===== config.mk =====
export PLATFORM = sky130hd
export DESIGN_NAME = ctm_edge_ctrl
export DESIGN_NICKNAME = d
export VERILOG_FILES = /design/src/ctm_pkg.sv /design/src/ctm_edge_ctrl.sv
export SDC_FILE = /design/constraint.sdc
export NUM_CORES = 1
export LEC_CHECK = 0
export BUFFER_PORTS_ARGS = -buffer_cell sky130_fd_sc_hd__buf_2
export CAP_MARGIN = 20
export CORE_MARGIN = 2
export CORE_UTILIZATION = 54
export CTS_BUF_LIST = sky130_fd_sc_hd__clkbuf_4
export DETAILED_ROUTE_END_ITERATION = 10
export PLACE_DENSITY = 0.85
export SLEW_MARGIN = 40
export SYNTH_ARGS = -nofsm -noshare
export SYNTH_HDL_FRONTEND = slang
export SYNTH_SLANG_ARGS = --single-unit

===== constraint.sdc =====
create_clock -name clk -period 2.7 [get_ports clk]
set_input_delay 0.27 -clock clk [delete_from_list [all_inputs] [get_ports clk]]
set_output_delay 0.27 -clock clk [all_outputs]
set_load 0.005 [all_outputs]

===== src/ctm_pkg.sv =====
// Shared constants for the charge-time edge control block.
// Assumes a 32-bit AXI4-Lite register bus; registers are 16 bits wide.
package ctm_pkg;
    // Byte offsets of the registers.
    localparam logic [3:0] OFS_CTRL = 4'h0;
    localparam logic [3:0] OFS_EDGE = 4'h4;
    localparam logic [3:0] OFS_DSCH = 4'h8;
    localparam logic [3:0] OFS_STAT = 4'hC;
    // Control register fields.
    localparam int B_UNIT_EN = 15;
    localparam int B_IDLE_STOP = 13;
    localparam int B_DELAY_GEN = 12;
    localparam int B_EDGE_GATE = 11;
    localparam int B_ORDER_EN = 10;
    localparam int B_SRC_GND = 9;
    localparam int B_TRIG_EN = 8;
    localparam int B_TRIM_LO = 2;
    localparam int B_RANGE_LO = 0;
    // Edge select register fields.
    localparam int B_E1_MODE = 15;
    localparam int B_E1_POL = 14;
    localparam int B_E1_SEL = 10;
    localparam int B_E2_FLAG = 9;
    localparam int B_E1_FLAG = 8;
    localparam int B_E2_MODE = 7;
    localparam int B_E2_POL = 6;
    localparam int B_E2_SEL = 2;
    localparam int B_HI_RANGE = 0;
    // Discharge register fields.
    localparam int B_RST_EN = 4;
    localparam int B_DSCH_SEL = 0;
    // Writable masks; unlisted bits read as zero.
    localparam logic [15:0] MASK_CTRL = 16'hBFFF;
    localparam logic [15:0] MASK_EDGE = 16'hFFFD;
    localparam logic [15:0] MASK_DSCH = 16'h0017;
    localparam logic [15:0] RST_REG = 16'h0000;
    // Discharge codes 000 and 101 are disabled.
    localparam logic [7:0] DSCH_VALID = 8'hDE;
    // High range: codes 1x are reserved.
    localparam logic [1:0] RANGE_HI_RSVD = 2'h2;
    localparam logic [1:0] RESP_OKAY = 2'h0;
    localparam logic [1:0] RESP_SLVERR = 2'h2;
endpackage


===== src/ctm_edge_ctrl.sv =====
// Charge-time edge control: edge gating, sequencing, current source
// switching and routing, with an AXI4-Lite register slave.
// Assumes one 200 MHz clock; pins and comparator outputs are asynchronous.
//
// Contract
// RULE_01: Enable bit turns whole unit on.
// RULE_02: Idle-stop bit halts unit during Idle.
// RULE_03: Delay select routes current to comparator.
// RULE_04: Edge gate passes or blocks edges.
// RULE_05: Order bit needs first edge first.
// RULE_06: Ground bit ties source output low.
// RULE_07: Trigger bit enables trigger output.
// RULE_08: Six-bit signed trim of current.
// RULE_09: Two-bit range selects current magnitude.
// RULE_10: Diode route only when flags match.
// RULE_11: Software sets request and channel 24.
// RULE_12: Software holds sample control for routing.
// RULE_13: Delay mode drives comparator two input B.
// RULE_14: Delay pulse when capacitor passes reference.
// RULE_15: Output pulse spans first to second edge.
// RULE_16: Edges from internal sources or pins.
// RULE_17: Flags set by hardware, software writable.
// RULE_18: Per edge sense mode and polarity.
// RULE_19: High range: code 01 gives 2.2 mA.
// RULE_20: Reset enable lets discharge clear edges.
// RULE_21: Conduct while first set, second clear.
// RULE_22: Disable or reset clears flags, source off.
//
// Design decisions made here: the AXI4-Lite register port and the address map.
`timescale 1ns/1ps
`default_nettype none
module ctm_edge_ctrl
    import ctm_pkg::*;
(
    input wire logic clk,
    input wire logic nrst,
    input wire logic [3:0] s_axi_awaddr,
    input wire logic s_axi_awvalid,
    output logic s_axi_awready,
    input wire logic [31:0] s_axi_wdata,
    input wire logic [3:0] s_axi_wstrb,
    input wire logic s_axi_wvalid,
    output logic s_axi_wready,
    output logic [1:0] s_axi_bresp,
    output logic s_axi_bvalid,
    input wire logic s_axi_bready,
    input wire logic [3:0] s_axi_araddr,
    input wire logic s_axi_arvalid,
    output logic s_axi_arready,
    output logic [31:0] s_axi_rdata,
    output logic [1:0] s_axi_rresp,
    output logic s_axi_rvalid,
    input wire logic s_axi_rready,
    input wire logic idleMode,
    input wire logic [12:0] externalEdgePin,
    input wire logic timerMatch,
    input wire logic outputCompareChannel,
    input wire logic [2:0] captureIrq,
    input wire logic periphClkTick,
    input wire logic [2:0] comparatorOut,
    input wire logic [7:0] dischargeSource,
    output logic sourceConduct,
    output logic sourceGround,
    output logic routeAdc,
    output logic routeComparator2InputB,
    output logic routeTempDiode,
    output logic [5:0] currentTrim,
    output logic [1:0] currentRange,
    output logic highRangeSelect,
    output logic rangeReserved,
    output logic measurePulse,
    output logic delayedPulseOut,
    output logic triggerOut
);
    ////////////////////////////////////////////////////////////////////
    // Helpers.
    // Picks one of sixteen sources and applies polarity (1 = positive).
    function automatic logic pickLevel(input logic [15:0] srcs,
        input logic [3:0] sel, input logic pol);
        pickLevel = srcs[sel] ~^ pol;
    endfunction
    // Merges a 16-bit write into a register under byte strobes and mask.
    function automatic logic [15:0] mergeWrite(input logic [15:0] old,
        input logic [31:0] data, input logic [3:0] strb,
        input logic [15:0] mask);
        logic [15:0] m;
        m = {{8{strb[1]}}, {8{strb[0]}}} & mask;
        mergeWrite = (old & ~m) | (data[15:0] & m);
    endfunction
    ////////////////////////////////////////////////////////////////////
    // Registers and state.
    logic [15:0] ctrl_q; // Control register.
    logic [15:0] edgeSel_q; // Edge select register, flags held apart.
    logic [15:0] dsch_q; // Discharge register.
    logic flag1_q, flag2_q; // First and second edge status.
    logic lvl1_q, lvl2_q; // Previous polarity-adjusted levels.
    logic [12:0] pinMeta_q, pinSync_q; // Pin synchroniser stages.
    logic [2:0] cmpMeta_q, cmpSync_q; // Comparator synchroniser stages.
    logic awHeld_q, wHeld_q; // Write address and data captured.
    logic [3:0] awAddr_q; // Captured write address.
    logic [31:0] wData_q; // Captured write data.
    logic [3:0] wStrb_q; // Captured write strobes.
    ////////////////////////////////////////////////////////////////////
    // Bus handshake terms.
    logic awTake, wTake, doWrite, awHeld_d, wHeld_d, arTake, rValid_d;
    assign awTake = s_axi_awvalid & s_axi_awready;
    assign wTake = s_axi_wvalid & s_axi_wready;
    // A write lands only once both halves are in and no answer waits.
    assign doWrite = awHeld_q & wHeld_q & ~s_axi_bvalid;
    assign awHeld_d = (awHeld_q | awTake) & ~doWrite;
    assign wHeld_d = (wHeld_q | wTake) & ~doWrite;
    assign arTake = s_axi_arvalid & s_axi_arready;
    assign rValid_d = arTake | (s_axi_rvalid & ~s_axi_rready);
    logic wrCtrl, wrEdge, wrDsch, wrMapped;
    assign wrCtrl = doWrite & (awAddr_q == OFS_CTRL);
    assign wrEdge = doWrite & (awAddr_q == OFS_EDGE);
    assign wrDsch = doWrite & (awAddr_q == OFS_DSCH);
    assign wrMapped = wrCtrl | wrEdge | wrDsch | (awAddr_q == OFS_STAT);
    ////////////////////////////////////////////////////////////////////
    // Control decode.
    logic unitRun, edgesPass, ground, delayMode;
    // The unit runs when enabled and not parked by Idle.
    assign unitRun = ctrl_q[B_UNIT_EN] //RULE_01
        & ~(ctrl_q[B_IDLE_STOP] & idleMode); //RULE_02
    assign edgesPass = unitRun & ctrl_q[B_EDGE_GATE]; //RULE_04
    assign ground = ctrl_q[B_SRC_GND];
    assign delayMode = ctrl_q[B_DELAY_GEN];
    ////////////////////////////////////////////////////////////////////
    // Edge sources and detection.
    logic [15:0] src1, src2;
    // Source tables per channel; pin index 0 is external pin 1.
    assign src1 = {cmpSync_q, captureIrq, pinSync_q[7:3], //RULE_16
                   pinSync_q[2], pinSync_q[0], pinSync_q[1],
                   outputCompareChannel, timerMatch};
    assign src2 = {cmpSync_q, periphClkTick, captureIrq, //RULE_16
                   pinSync_q[12:8], pinSync_q[0], pinSync_q[1],
                   outputCompareChannel, timerMatch};
    logic lvl1, lvl2, ev1, ev2;
    assign lvl1 = pickLevel(src1, edgeSel_q[B_E1_SEL +: 4],
                            edgeSel_q[B_E1_POL]); //RULE_18
    assign lvl2 = pickLevel(src2, edgeSel_q[B_E2_SEL +: 4],
                            edgeSel_q[B_E2_POL]); //RULE_18
    // Edge mode wants a fresh transition; level mode takes the level.
    assign ev1 = edgesPass & (edgeSel_q[B_E1_MODE] ?
                 (lvl1 & ~lvl1_q) : lvl1); //RULE_18
    // With ordering on, a second edge needs the first one already seen.
    assign ev2 = edgesPass & (edgeSel_q[B_E2_MODE] ?
                 (lvl2 & ~lvl2_q) : lvl2)
                 & (~ctrl_q[B_ORDER_EN] | flag1_q); //RULE_05
    logic edgeReset;
    // With reset enable set, the selected discharge source or the ground bit clears edge logic.
    assign edgeReset = dsch_q[B_RST_EN] & (ground //RULE_20
        | (dischargeSource[dsch_q[B_DSCH_SEL +: 3]]
           & DSCH_VALID[dsch_q[B_DSCH_SEL +: 3]])); //RULE_20
    ////////////////////////////////////////////////////////////////////
    // Synchronisers and previous levels; stage one feeds only stage two.
    always_ff @(posedge clk or negedge nrst)
    begin
        if (!nrst)
        begin
            pinMeta_q <= 13'h0000;
            pinSync_q <= 13'h0000;
            cmpMeta_q <= 3'h0;
            cmpSync_q <= 3'h0;
            lvl1_q <= 1'b0;
            lvl2_q <= 1'b0;
        end
        else
        begin
            pinMeta_q <= externalEdgePin;
            pinSync_q <= pinMeta_q;
            cmpMeta_q <= comparatorOut;
            cmpSync_q <= cmpMeta_q;
            lvl1_q <= lvl1;
            lvl2_q <= lvl2;
        end
    end
    ////////////////////////////////////////////////////////////////////
    // Software registers.
    // Config registers take writes as they land.
    always_ff @(posedge clk or negedge nrst)
    begin
        if (!nrst)
        begin
            ctrl_q <= RST_REG;
            edgeSel_q <= RST_REG;
            dsch_q <= RST_REG;
        end
        else
        begin
            if (wrCtrl)
                ctrl_q <= mergeWrite(ctrl_q, wData_q, wStrb_q, MASK_CTRL);
            if (wrEdge)
                edgeSel_q <= mergeWrite(edgeSel_q, wData_q, wStrb_q, MASK_EDGE);
            if (wrDsch)
                dsch_q <= mergeWrite(dsch_q, wData_q, wStrb_q, MASK_DSCH);
        end
    end
    // Edge flags: software may write them, a hardware edge wins over a
    // software clear in the same cycle. Disable and edge reset win all.
    always_ff @(posedge clk or negedge nrst)
    begin
        if (!nrst)
        begin
            flag1_q <= 1'b0; //RULE_22
            flag2_q <= 1'b0; //RULE_22
        end
        else if (!ctrl_q[B_UNIT_EN] || edgeReset)
        begin
            flag1_q <= 1'b0; //RULE_22
            flag2_q <= 1'b0;
        end
        else
        begin
            flag1_q <= ((wrEdge & wStrb_q[1]) ? wData_q[B_E1_FLAG]
                        : flag1_q) | ev1; //RULE_17
            flag2_q <= ((wrEdge & wStrb_q[1]) ? wData_q[B_E2_FLAG]
                        : flag2_q) | ev2; //RULE_17
        end
    end
    ////////////////////////////////////////////////////////////////////
    // Analog control outputs, all registered.
    always_ff @(posedge clk or negedge nrst)
    begin
        if (!nrst)
        begin
            sourceConduct <= 1'b0;
            sourceGround <= 1'b0;
            routeAdc <= 1'b0;
            routeComparator2InputB <= 1'b0;
            routeTempDiode <= 1'b0;
            currentTrim <= 6'h00;
            currentRange <= 2'h0;
            highRangeSelect <= 1'b0;
            rangeReserved <= 1'b0;
            measurePulse <= 1'b0;
            delayedPulseOut <= 1'b0;
            triggerOut <= 1'b0;
        end
        else
        begin
            // Current flows between the first and the second edge.
            sourceConduct <= unitRun & flag1_q & ~flag2_q; //RULE_21
            sourceGround <= ground; //RULE_06
            routeAdc <= unitRun & ~delayMode; //RULE_03
            routeComparator2InputB <= unitRun & delayMode; //RULE_13
            // Flags equal means no measurement owns the source.
            routeTempDiode <= unitRun & (flag1_q == flag2_q); //RULE_10
            currentTrim <= ctrl_q[B_TRIM_LO +: 6]; //RULE_08
            currentRange <= ctrl_q[B_RANGE_LO +: 2]; //RULE_09
            highRangeSelect <= edgeSel_q[B_HI_RANGE]; //RULE_19
            rangeReserved <= edgeSel_q[B_HI_RANGE] & ((ctrl_q[1:0] //RULE_19
                             & RANGE_HI_RSVD) != 2'h0);
            measurePulse <= unitRun & ~delayMode
                            & flag1_q & ~flag2_q; //RULE_15
            // Charging starts at the edge; the comparator trips later.
            delayedPulseOut <= unitRun & delayMode & flag1_q
                               & cmpSync_q[1]; //RULE_14
            // One pulse when the second edge completes a measurement.
            triggerOut <= ctrl_q[B_TRIG_EN] & ev2 & ~flag2_q; //RULE_07
        end
    end
    ////////////////////////////////////////////////////////////////////
    // AXI4-Lite write channel.
    always_ff @(posedge clk or negedge nrst)
    begin
        if (!nrst)
        begin
            awHeld_q <= 1'b0;
            wHeld_q <= 1'b0;
            awAddr_q <= 4'h0;
            wData_q <= 32'h00000000;
            wStrb_q <= 4'h0;
            s_axi_awready <= 1'b0;
            s_axi_wready <= 1'b0;
            s_axi_bvalid <= 1'b0;
            s_axi_bresp <= RESP_OKAY;
        end
        else
        begin
            awHeld_q <= awHeld_d;
            wHeld_q <= wHeld_d;
            if (awTake)
                awAddr_q <= s_axi_awaddr;
            if (wTake)
            begin
                wData_q <= s_axi_wdata;
                wStrb_q <= s_axi_wstrb;
            end
            // Ready drops while a half is held, so nothing is overrun.
            s_axi_awready <= ~awHeld_d;
            s_axi_wready <= ~wHeld_d;
            if (doWrite)
            begin
                s_axi_bvalid <= 1'b1;
                s_axi_bresp <= wrMapped ? RESP_OKAY : RESP_SLVERR;
            end
            else if (s_axi_bready)
                s_axi_bvalid <= 1'b0;
        end
    end
    ////////////////////////////////////////////////////////////////////
    // AXI4-Lite read channel.
    always_ff @(posedge clk or negedge nrst)
    begin
        if (!nrst)
        begin
            s_axi_arready <= 1'b0;
            s_axi_rvalid <= 1'b0;
            s_axi_rdata <= 32'h00000000;
            s_axi_rresp <= RESP_OKAY;
        end
        else
        begin
            s_axi_arready <= ~rValid_d;
            s_axi_rvalid <= rValid_d;
            if (arTake)
            begin
                s_axi_rresp <= RESP_OKAY;
                unique case (s_axi_araddr)
                    OFS_CTRL: s_axi_rdata <= {16'h0000, ctrl_q};
                    OFS_EDGE: s_axi_rdata <= {16'h0000, edgeSel_q[15:10],
                        flag2_q, flag1_q, edgeSel_q[7:0]};
                    OFS_DSCH: s_axi_rdata <= {16'h0000, dsch_q};
                    // Live status of the unit.
                    OFS_STAT: s_axi_rdata <= {26'h0000000,
                        cmpSync_q[1], edgesPass, unitRun,
                        sourceConduct, flag2_q, flag1_q};
                    default:
                    begin
                        s_axi_rdata <= 32'h00000000;
                        s_axi_rresp <= RESP_SLVERR;
                    end
                endcase
            end
        end
    end
endmodule
`default_nettype wire


Yosys cells after proc, flatten, opt, wreduce, memory -nomap -nowiden
Memories as Yosys holds them, arrays and structs flattened.
Cells that the tools add are included.
{ "word_totals": {"register_bits": 167, "mem_bits_ro": 8, "in_bits": 82, "out_inout_bits": 59, "memories": 1} }
{ "memory_table": {"columns": ["memory", "words", "width", "read_ports", "rd_clocked_by_memory_dff", "wr", "line", "source"], "rows": [
  ["(no name shown)", 8, 1, 1, 0, 0, "ctm_edge_ctrl.sv:154", "& DSCH_VALID[dsch_q[B_DSCH_SEL +: 3]]));"]
]} }
{ "classes": {"n_lt_le_gt_ge": 3, "eq_ne": 7, "mux": 18, "n_bitwise": 70, "reduce_logical": 6} }
{ "op_table": {"columns": ["op", "count"], "rows": [
  ["16-bit AND", 5],
  ["16-bit one-hot mux with 4 select lines", 1],
  ["16-bit bitwise OR", 3],
  ["1-bit AND", 34],
  ["16-bit NOT", 2],
  ["16-bit by 5-bit AND with 16-bit output", 1],
  ["4-bit equality test, second input constant", 4],
  ["5-bit NOT with 16-bit output", 1],
  ["1-bit 2-to-1 mux", 12],
  ["1-bit NOT", 12],
  ["4-bit by 5-bit < comparator with 1-bit output, second input constant", 2],
  ["1-bit bitwise OR", 10],
  ["1-bit binary-select mux with 4-bit select", 2],
  ["4-bit by 3-bit equality test with 1-bit output, second input constant", 2],
  ["4-bit zero test", 2],
  ["3-bit by 4-bit < comparator with 1-bit output, second input constant", 1],
  ["2-bit 2-to-1 mux", 2],
  ["4-bit OR reduction", 1],
  ["1-bit binary-select mux with 3-bit select", 1],
  ["2-bit nonzero test", 1],
  ["1-bit XNOR", 2],
  ["1-bit equality test", 1],
  ["1-bit zero test", 1],
  ["1-bit logical OR", 1]
]} }

Depth between registers and ports, before layout
Gate-level depths: netlist (run 1).
{ "logic_depth": {"depth_word": 9, "depth_mapped": 6} }

Worst setup path after synthesis (run 1)
OpenSTA, ideal clock, no wires.
{ "synth_path": {"path_type": "flip-flop to flip-flop", "start": "register with a tool-made name", "end": "register triggerOut", "setup_time_ns": 0.080, "t_arrival_ns": 1.851, "required_ns": 2.620, "slack_ns": 0.769, "stages_incl_launch_ff": 7, "n_path_buf": 1, "synth_period_minus_slack_ns": 1.931, "cell_sequence": "dfrtp_1 buf_6 mux4_1 mux4_2 xnor2_2 nand2_2 nor3b_2"} }
{ "synth_rtl": {"columns": ["item", "line", "source"], "rows": [
  ["end signal, assigned", "ctm_edge_ctrl.sv:260", "triggerOut <= ctrl_q[B_TRIG_EN] & ev2 & ~flag2_q;"],
  ["end, declared", "ctm_edge_ctrl.sv:73", "output logic triggerOut"]
]} }

==> out/qor.yml, run 1 <==
yosysSeqAreaShare_pct: 64.97
min_from: "idleMode"
post-dp-hpwl_um: 7116
nNetsFinal: 580
vias: 3294
fin_crit_sh_pct: 84.45
crit_path_start_kind: "flop"
p_leak_uw: 0.003160
skew_ns: 0.01726
cts.repair.resized: 0
synthToLayoutAreaGrowth_pct: 26.01
ys.flop_type: "dfrtp_1"
num-fill-cells: 617
hold_end: "sourceConduct"
vias_per_cell: 5.147
drt_pass1_iterations: 5
die-area_sq_um: 10280
cp_max_fo: 8
io_buffers: 102
fmax_ghz: 0.4386
cp.arrival_ns: 2.69
die_w_um: 101.4
netlist_top_cells_area: "dfrtp_1 65%, mux2_2 13%, mux4_2 4.0%, buf_4 2.6%, mux4_1 2.1%"
rsz0062_at_grt: "no"
clock_sink_count: 133
ant_nets: 0
grt_antenna_before_repair: 0
synth_seq_cells: 133
ff2ff_path_depth: 4
final_max_slew_viol_count: 0
hold_path.class: "input port to flop"
final_cell_mix: "133 x dfrtp_1, 101 x buf_2, 57 x mux2_2"
post-place-ws_ns: 0.4856
fin_util_pct: 69.86
crit_chain: "nand3b_1 > nor4_1 > nand3_1 > mux2_2"
synth.top_cell.area_share_pct: 64.97
htreeDepth: 4
final-hold-violation-count: 0
place_inst: 567
grt_pass1_wl_um: 16840
grtUsageTotal_pct: 22.15
synthCells: 344
die_h_um: 101.4
max_slew_margin_pct: 53.78
cts_setup_buffers: 0
outcome: "finished clean"
layout_commonest_cell: "dfrtp_1"
wirelength_um: 10560
grt_pass1_vias: 3329
gp_congestion: 0.8331
clkLatencyLatePin_ns: 0.52
vdd_drop_max_uv: 569.9
setup_viol: 0
final.setup.tns_ns: 0
initial_core_util_pct: 55.44
grt_overflow: 0
io_pins: 141
clkTransAtPathRegs_ns: 0.12
p_per_area_nw_per_um2: 849.0
timing.max_cap.violations: 0
cts_tree: "built"
grt_max_degree: 57
wire_per_inst_um: 16.49
row_count: 35
multiInputGateArea_sq_um: 1637
layout-drive-gt1-share_pct: 41.49
cts_buffers: 17
rrSetupSlack_ns: 0.42
required_ns: 3.11
synth_top_cell_by_area: "dfrtp_1"
coreArea_sq_um: 9240
final_cells: 640
hold_path_depth: 4
yosysWarnings: 0
critPathSlowestCell: "nor4_1"
cts.path.max_buffers: 2
path_class: "flop to flop"
netlist_area_sq_um: 5122
route.detailed.drc: 0
slowest_delay_ns: 0.52
yosysUniqueCellTypes: 33
reg2reg_from: "s_axi_bvalid"
diodes: 0
synthArstFlopShare_pct: 100.0
cts-root-buf: "clkbuf_4"
period_needed_ns: 2.280
critPathCaptureType: "flop"
seq_area_sq_um: 3328
holdWs_ns: 0.1393
synth_edf_count: 0
drt_iter0_markers: 139
syn_area_per_cell_sq_um: 14.89
tightest_slew_ns: 0.6880
fin_ws_ns: 0.4198
## how the worst max path moves through the flow
stage	slack (ns)	startpoint	cells after the start	end
after floorplan	0.77	flop	6	triggerOut
after global placement	0.56	s_axi_bvalid	4	flop
after detailed placement	0.49	s_axi_bvalid	4	flop
after CTS	0.47	s_axi_bvalid	4	flop
after global routing	0.23	s_axi_bvalid	4	flop
final	0.42	s_axi_bvalid	4	flop
## cells in the mapped netlist (4+ instances only)
cell type    n
dfrtp_1    133
mux2_2      57
buf_4       18
nand2_1     18
o21ai_0     18
clkbuf_1    12
a22oi_1     10
mux4_2       9
inv_1        8
a22o_1       7
and2_1       6
nand3_1      6
nor2_1       5
a21oi_1      4
mux2i_1      4
mux4_1       4
## where the power goes
part | total (uW) | switching (uW) | leakage [uW] | internal, uW
sequential | 2910 | 412 | 0.00168 | 2500
combinational | 1130 | 449 | 0.00131 | 677
clock | 1440 | 776 | 0.000169 | 665
## worst max-delay path: cells and delay by family (launching register included)
kind / cells / cell delay [ns]
flops: 1 / 0.43
simple gates: 3 / 1.33
mux: 1 / 0.43
## metal layers
metal	part of all wire, %	vias up	track usage [%]
met4	1.5	0	7.692
met3	6.2	13	6.625
met1	42	1640	28.32
met5	0	-	0
met2	50	133	36.42
li1	-	1508	-
## repair_timing
item / 4_1_cts / 5_1_grt
hold buffers: 41 / 0
setup endpoints to repair: 0 / 0
endpoints found under the hold margin: 95 / 0
## per-stage QoR
step,total power (uW),cell area [sq um]
3_3_place_gp,3929,5727
5_1_grt,5781,6455
2_1_floorplan,3581,5186
4_1_cts,5483,6455
6_report,5481,6455
3_5_place_dp,4024,5727
## kinds of logic after synthesis
logic type      synth area share [%]
mux                            19.32
simple gates                   5.520
xor+xnor                      0.4886
other cells                  0.07321
buf+inv                        4.323
flops                          64.97
compound gates                 5.301
## cell type report
class	instances	share of cell area, %
Clock inverter	15	2.946
Clock buffer	17	1.977
Multi-Input combinational cell	189	25.35
Timing Repair Buffer	149	15.20
Sequential cell	133	51.56
Inverter	8	0.4652
Tap cell	129	2.500
Note: power is estimated with default switching activity, not from simulation.
==> run 2: changes to the inputs <==
==> constraint.sdc (replaced) <==
create_clock -name clk -period 2.1 [get_ports clk]
set_input_delay 0.21 -clock clk [delete_from_list [all_inputs] [get_ports clk]]
set_output_delay 0.21 -clock clk [all_outputs]
set_load 0.005 [all_outputs]
==> run 2 against run 1 <==
  * Register-to-register slack worse by 0.34 ns
  * Sequential cell count unchanged
  * Clock skew grew 0.0026 ns
  * Utilization increased by 0.081 points
  * Die area stayed put
  * Non-clock buffer count up 5
  * Largest cell class unchanged
  * Largest power group unchanged
  * Highest routed layer unchanged
==> out/qor.yml, run 2 (synthesized netlist as in run 1, its figures left out) <==
path_class: "flop to flop"  # unchanged
required_ns: 2.52  # was 3.11 ns
crit_path_start_kind: "flop"  # unchanged
grt_max_degree: 42  # was 57
skew_ns: 0.01986  # was 0.01726 ns
drt_iter0_markers: 119  # was 139
fmax_ghz: 0.4944  # was 0.4386 GHz
cts_buffers: 17  # unchanged
clockPowerShare_pct: 25.0  # was 26.3%
hold_path.class: "input port to flop"  # unchanged
synthToLayoutAreaGrowth_pct: 26.16  # was 26.01%
die_h_um: 101.4  # unchanged
period_needed_ns: 2.023  # was 2.280 ns
grt_pass1_vias: 3602  # was 3329
clkLatencyLatePin_ns: 0.51  # was 0.52 ns
route.detailed.drc: 0  # unchanged
grt_overflow: 0  # unchanged
multiInputGateArea_sq_um: 1627  # was 1637 sq um
rr_endpoint: "triggerOut"
fin_ws_ns: 0.07716  # was 0.4198 ns
max_slew_margin_pct: 64.88  # was 53.78%
power.switching_uw: 2099  # was 1638 uW
min_from: "idleMode"  # unchanged
rrSetupSlack_ns: 0.08  # was 0.42 ns
cp_max_fo: 6  # was 8
drt_pass1_iterations: 4  # was 5
cp.arrival_ns: 2.45  # was 2.69 ns
grt_pass1_wl_um: 17580  # was 16840 um
layout_commonest_cell: "dfrtp_1"  # unchanged
critPathCaptureType: "flop"  # unchanged
cts_tree: "built"  # unchanged
grt_antenna_before_repair: 0  # unchanged
io_pins: 141  # unchanged
clkTransAtPathRegs_ns: 0.12  # about the same
cts-root-buf: "clkbuf_4"  # unchanged
gp_congestion: 0.8564  # was 0.8331
ant_nets: 0  # unchanged
internal_power_uw: 4845  # was 3843 uW
num-fill-cells: 634  # was 617
io_buffers: 102  # unchanged
p_seq_share_pct: 53.9  # was 53.1%
outcome: "finished clean"  # unchanged
p_leak_uw: 0.003147  # was 0.003160 uW
tightest_slew_ns: 0.5268  # was 0.6880 ns
timing.max_cap.violations: 0  # unchanged
hold_end: "routeTempDiode"  # was sourceConduct
holdWs_ns: 0.06449  # was 0.1393 ns
setup_viol: 0  # unchanged
diodes: 0  # unchanged
final_cell_mix: "132 x dfrtp_1, 101 x buf_2, 57 x mux2_2"  # was 133 x dfrtp_1, 101 x buf_2, 57 x mux2_2
initial_core_util_pct: 55.44  # unchanged
hold_path_depth: 4  # unchanged
wire_per_inst_um: 16.68  # was 16.49 um
vias_per_cell: 5.175  # was 5.147
final-hold-violation-count: 0  # unchanged
seq_area_sq_um: 3329  # was 3328 sq um
grtUsageTotal_pct: 23.06  # was 22.15%
row_count: 35  # unchanged
nNetsFinal: 585  # was 580
cts.path.max_buffers: 2  # unchanged
vias: 3338  # was 3294
vdd_drop_max_uv: 723.0  # was 569.9 uV
clock_sink_count: 133  # unchanged
die_w_um: 101.4  # unchanged
die-area_sq_um: 10280  # unchanged
fin_crit_sh_pct: 96.33  # was 84.45%
post-dp-hpwl_um: 7323  # was 7116 um
rsz0062_at_grt: "yes"  # was no
post-place-ws_ns: 0.01633  # was 0.4856 ns
swShare_pct: 30.23  # was 29.88%
pwr-share-comb_pct: 21.2  # was 20.6%
coreArea_sq_um: 9240  # unchanged
layout-drive-gt1-share_pct: 43.22  # was 41.49%
p_per_area_nw_per_um2: 1075  # was 849.0 nW/um^2
htreeDepth: 4  # unchanged
final_max_slew_viol_count: 0  # unchanged
wirelength_um: 10760  # was 10560 um
ff2ff_path_depth: 5  # was 4
## run 2: changes by cell type in the layout (fill, tap and decap cells not counted), sizes merged
cell / change
buf: +5
bufinv: -1
clkinv: -2
clkinvlp: +3
## run 2: worst max-delay path, stage by stage (launching register included)
cell     delay [ns]
dfrtp_2        0.47
mux4_2         0.51
mux4_2         0.51
xnor2_2        0.21
nand2_2        0.09
nor3b_2        0.16
## run 2: power by group through the flow
stage / combinational [uW] / sequential, uW / clock [uW]
global route: 1620 / 3840 / 1880
finish: 1470 / 3740 / 1730
floorplan: 999 / 3610 / 0
detailed placement: 1400 / 3780 / 0
global placement: 1340 / 3730 / 0
CTS: 1470 / 3730 / 1750
## run 2: cell type report
class	instances	area share [%]
clock buffers	17	1.975
well taps	129	2.498
flip-flops and latches	133	51.52
inverters	8	0.4647
clock inverters	15	2.614
multi-input cells	189	25.17
repair buffers	154	15.76
## run 2: routing by layer
metal | wire [um] | global-route usage [%] | part of all wire (%)
met2 | 5527 | 38.67 | 51
met1 | 4446 | 29.19 | 41
met5 | 0 | 0 | 0
met4 | 181 | 7.484 | 1.7
met3 | 604 | 6.694 | 5.6
## run 2: how the worst max path moves through the flow
stage	to	depth (start not counted)	startpoint	slack, ns
after CTS	triggerOut	5	flop	0.04
after detailed placement	triggerOut	5	flop	0.02
final	triggerOut	5	flop	0.08
after global routing	triggerOut	5	flop	-0.06
after floorplan	triggerOut	6	flop	0.17
after global placement	triggerOut	5	flop	0.07
## run 2: metrics by stage
step                      cells  TNS (ns)  area [sq um]  power [uW]  utilization (%)
after floorplan             361         0          5186        4604                -
after global placement      572         0          5764        5075            62.38
after detailed placement    572         0          5764        5184            62.38
after CTS                   645         0          6472        6952            70.05
after global routing        645  -0.05601          6462        7346            69.94
final                       645         0          6462        6944            69.94
## run 2: timing repair
action                                 4_1_cts  5_1_grt
pin swaps                                    0        2
resized for setup                            1        4
hold buffers                                41        0
endpoints found under the hold margin       78        0
setup endpoints to repair                    1        1
setup buffers                                0        0
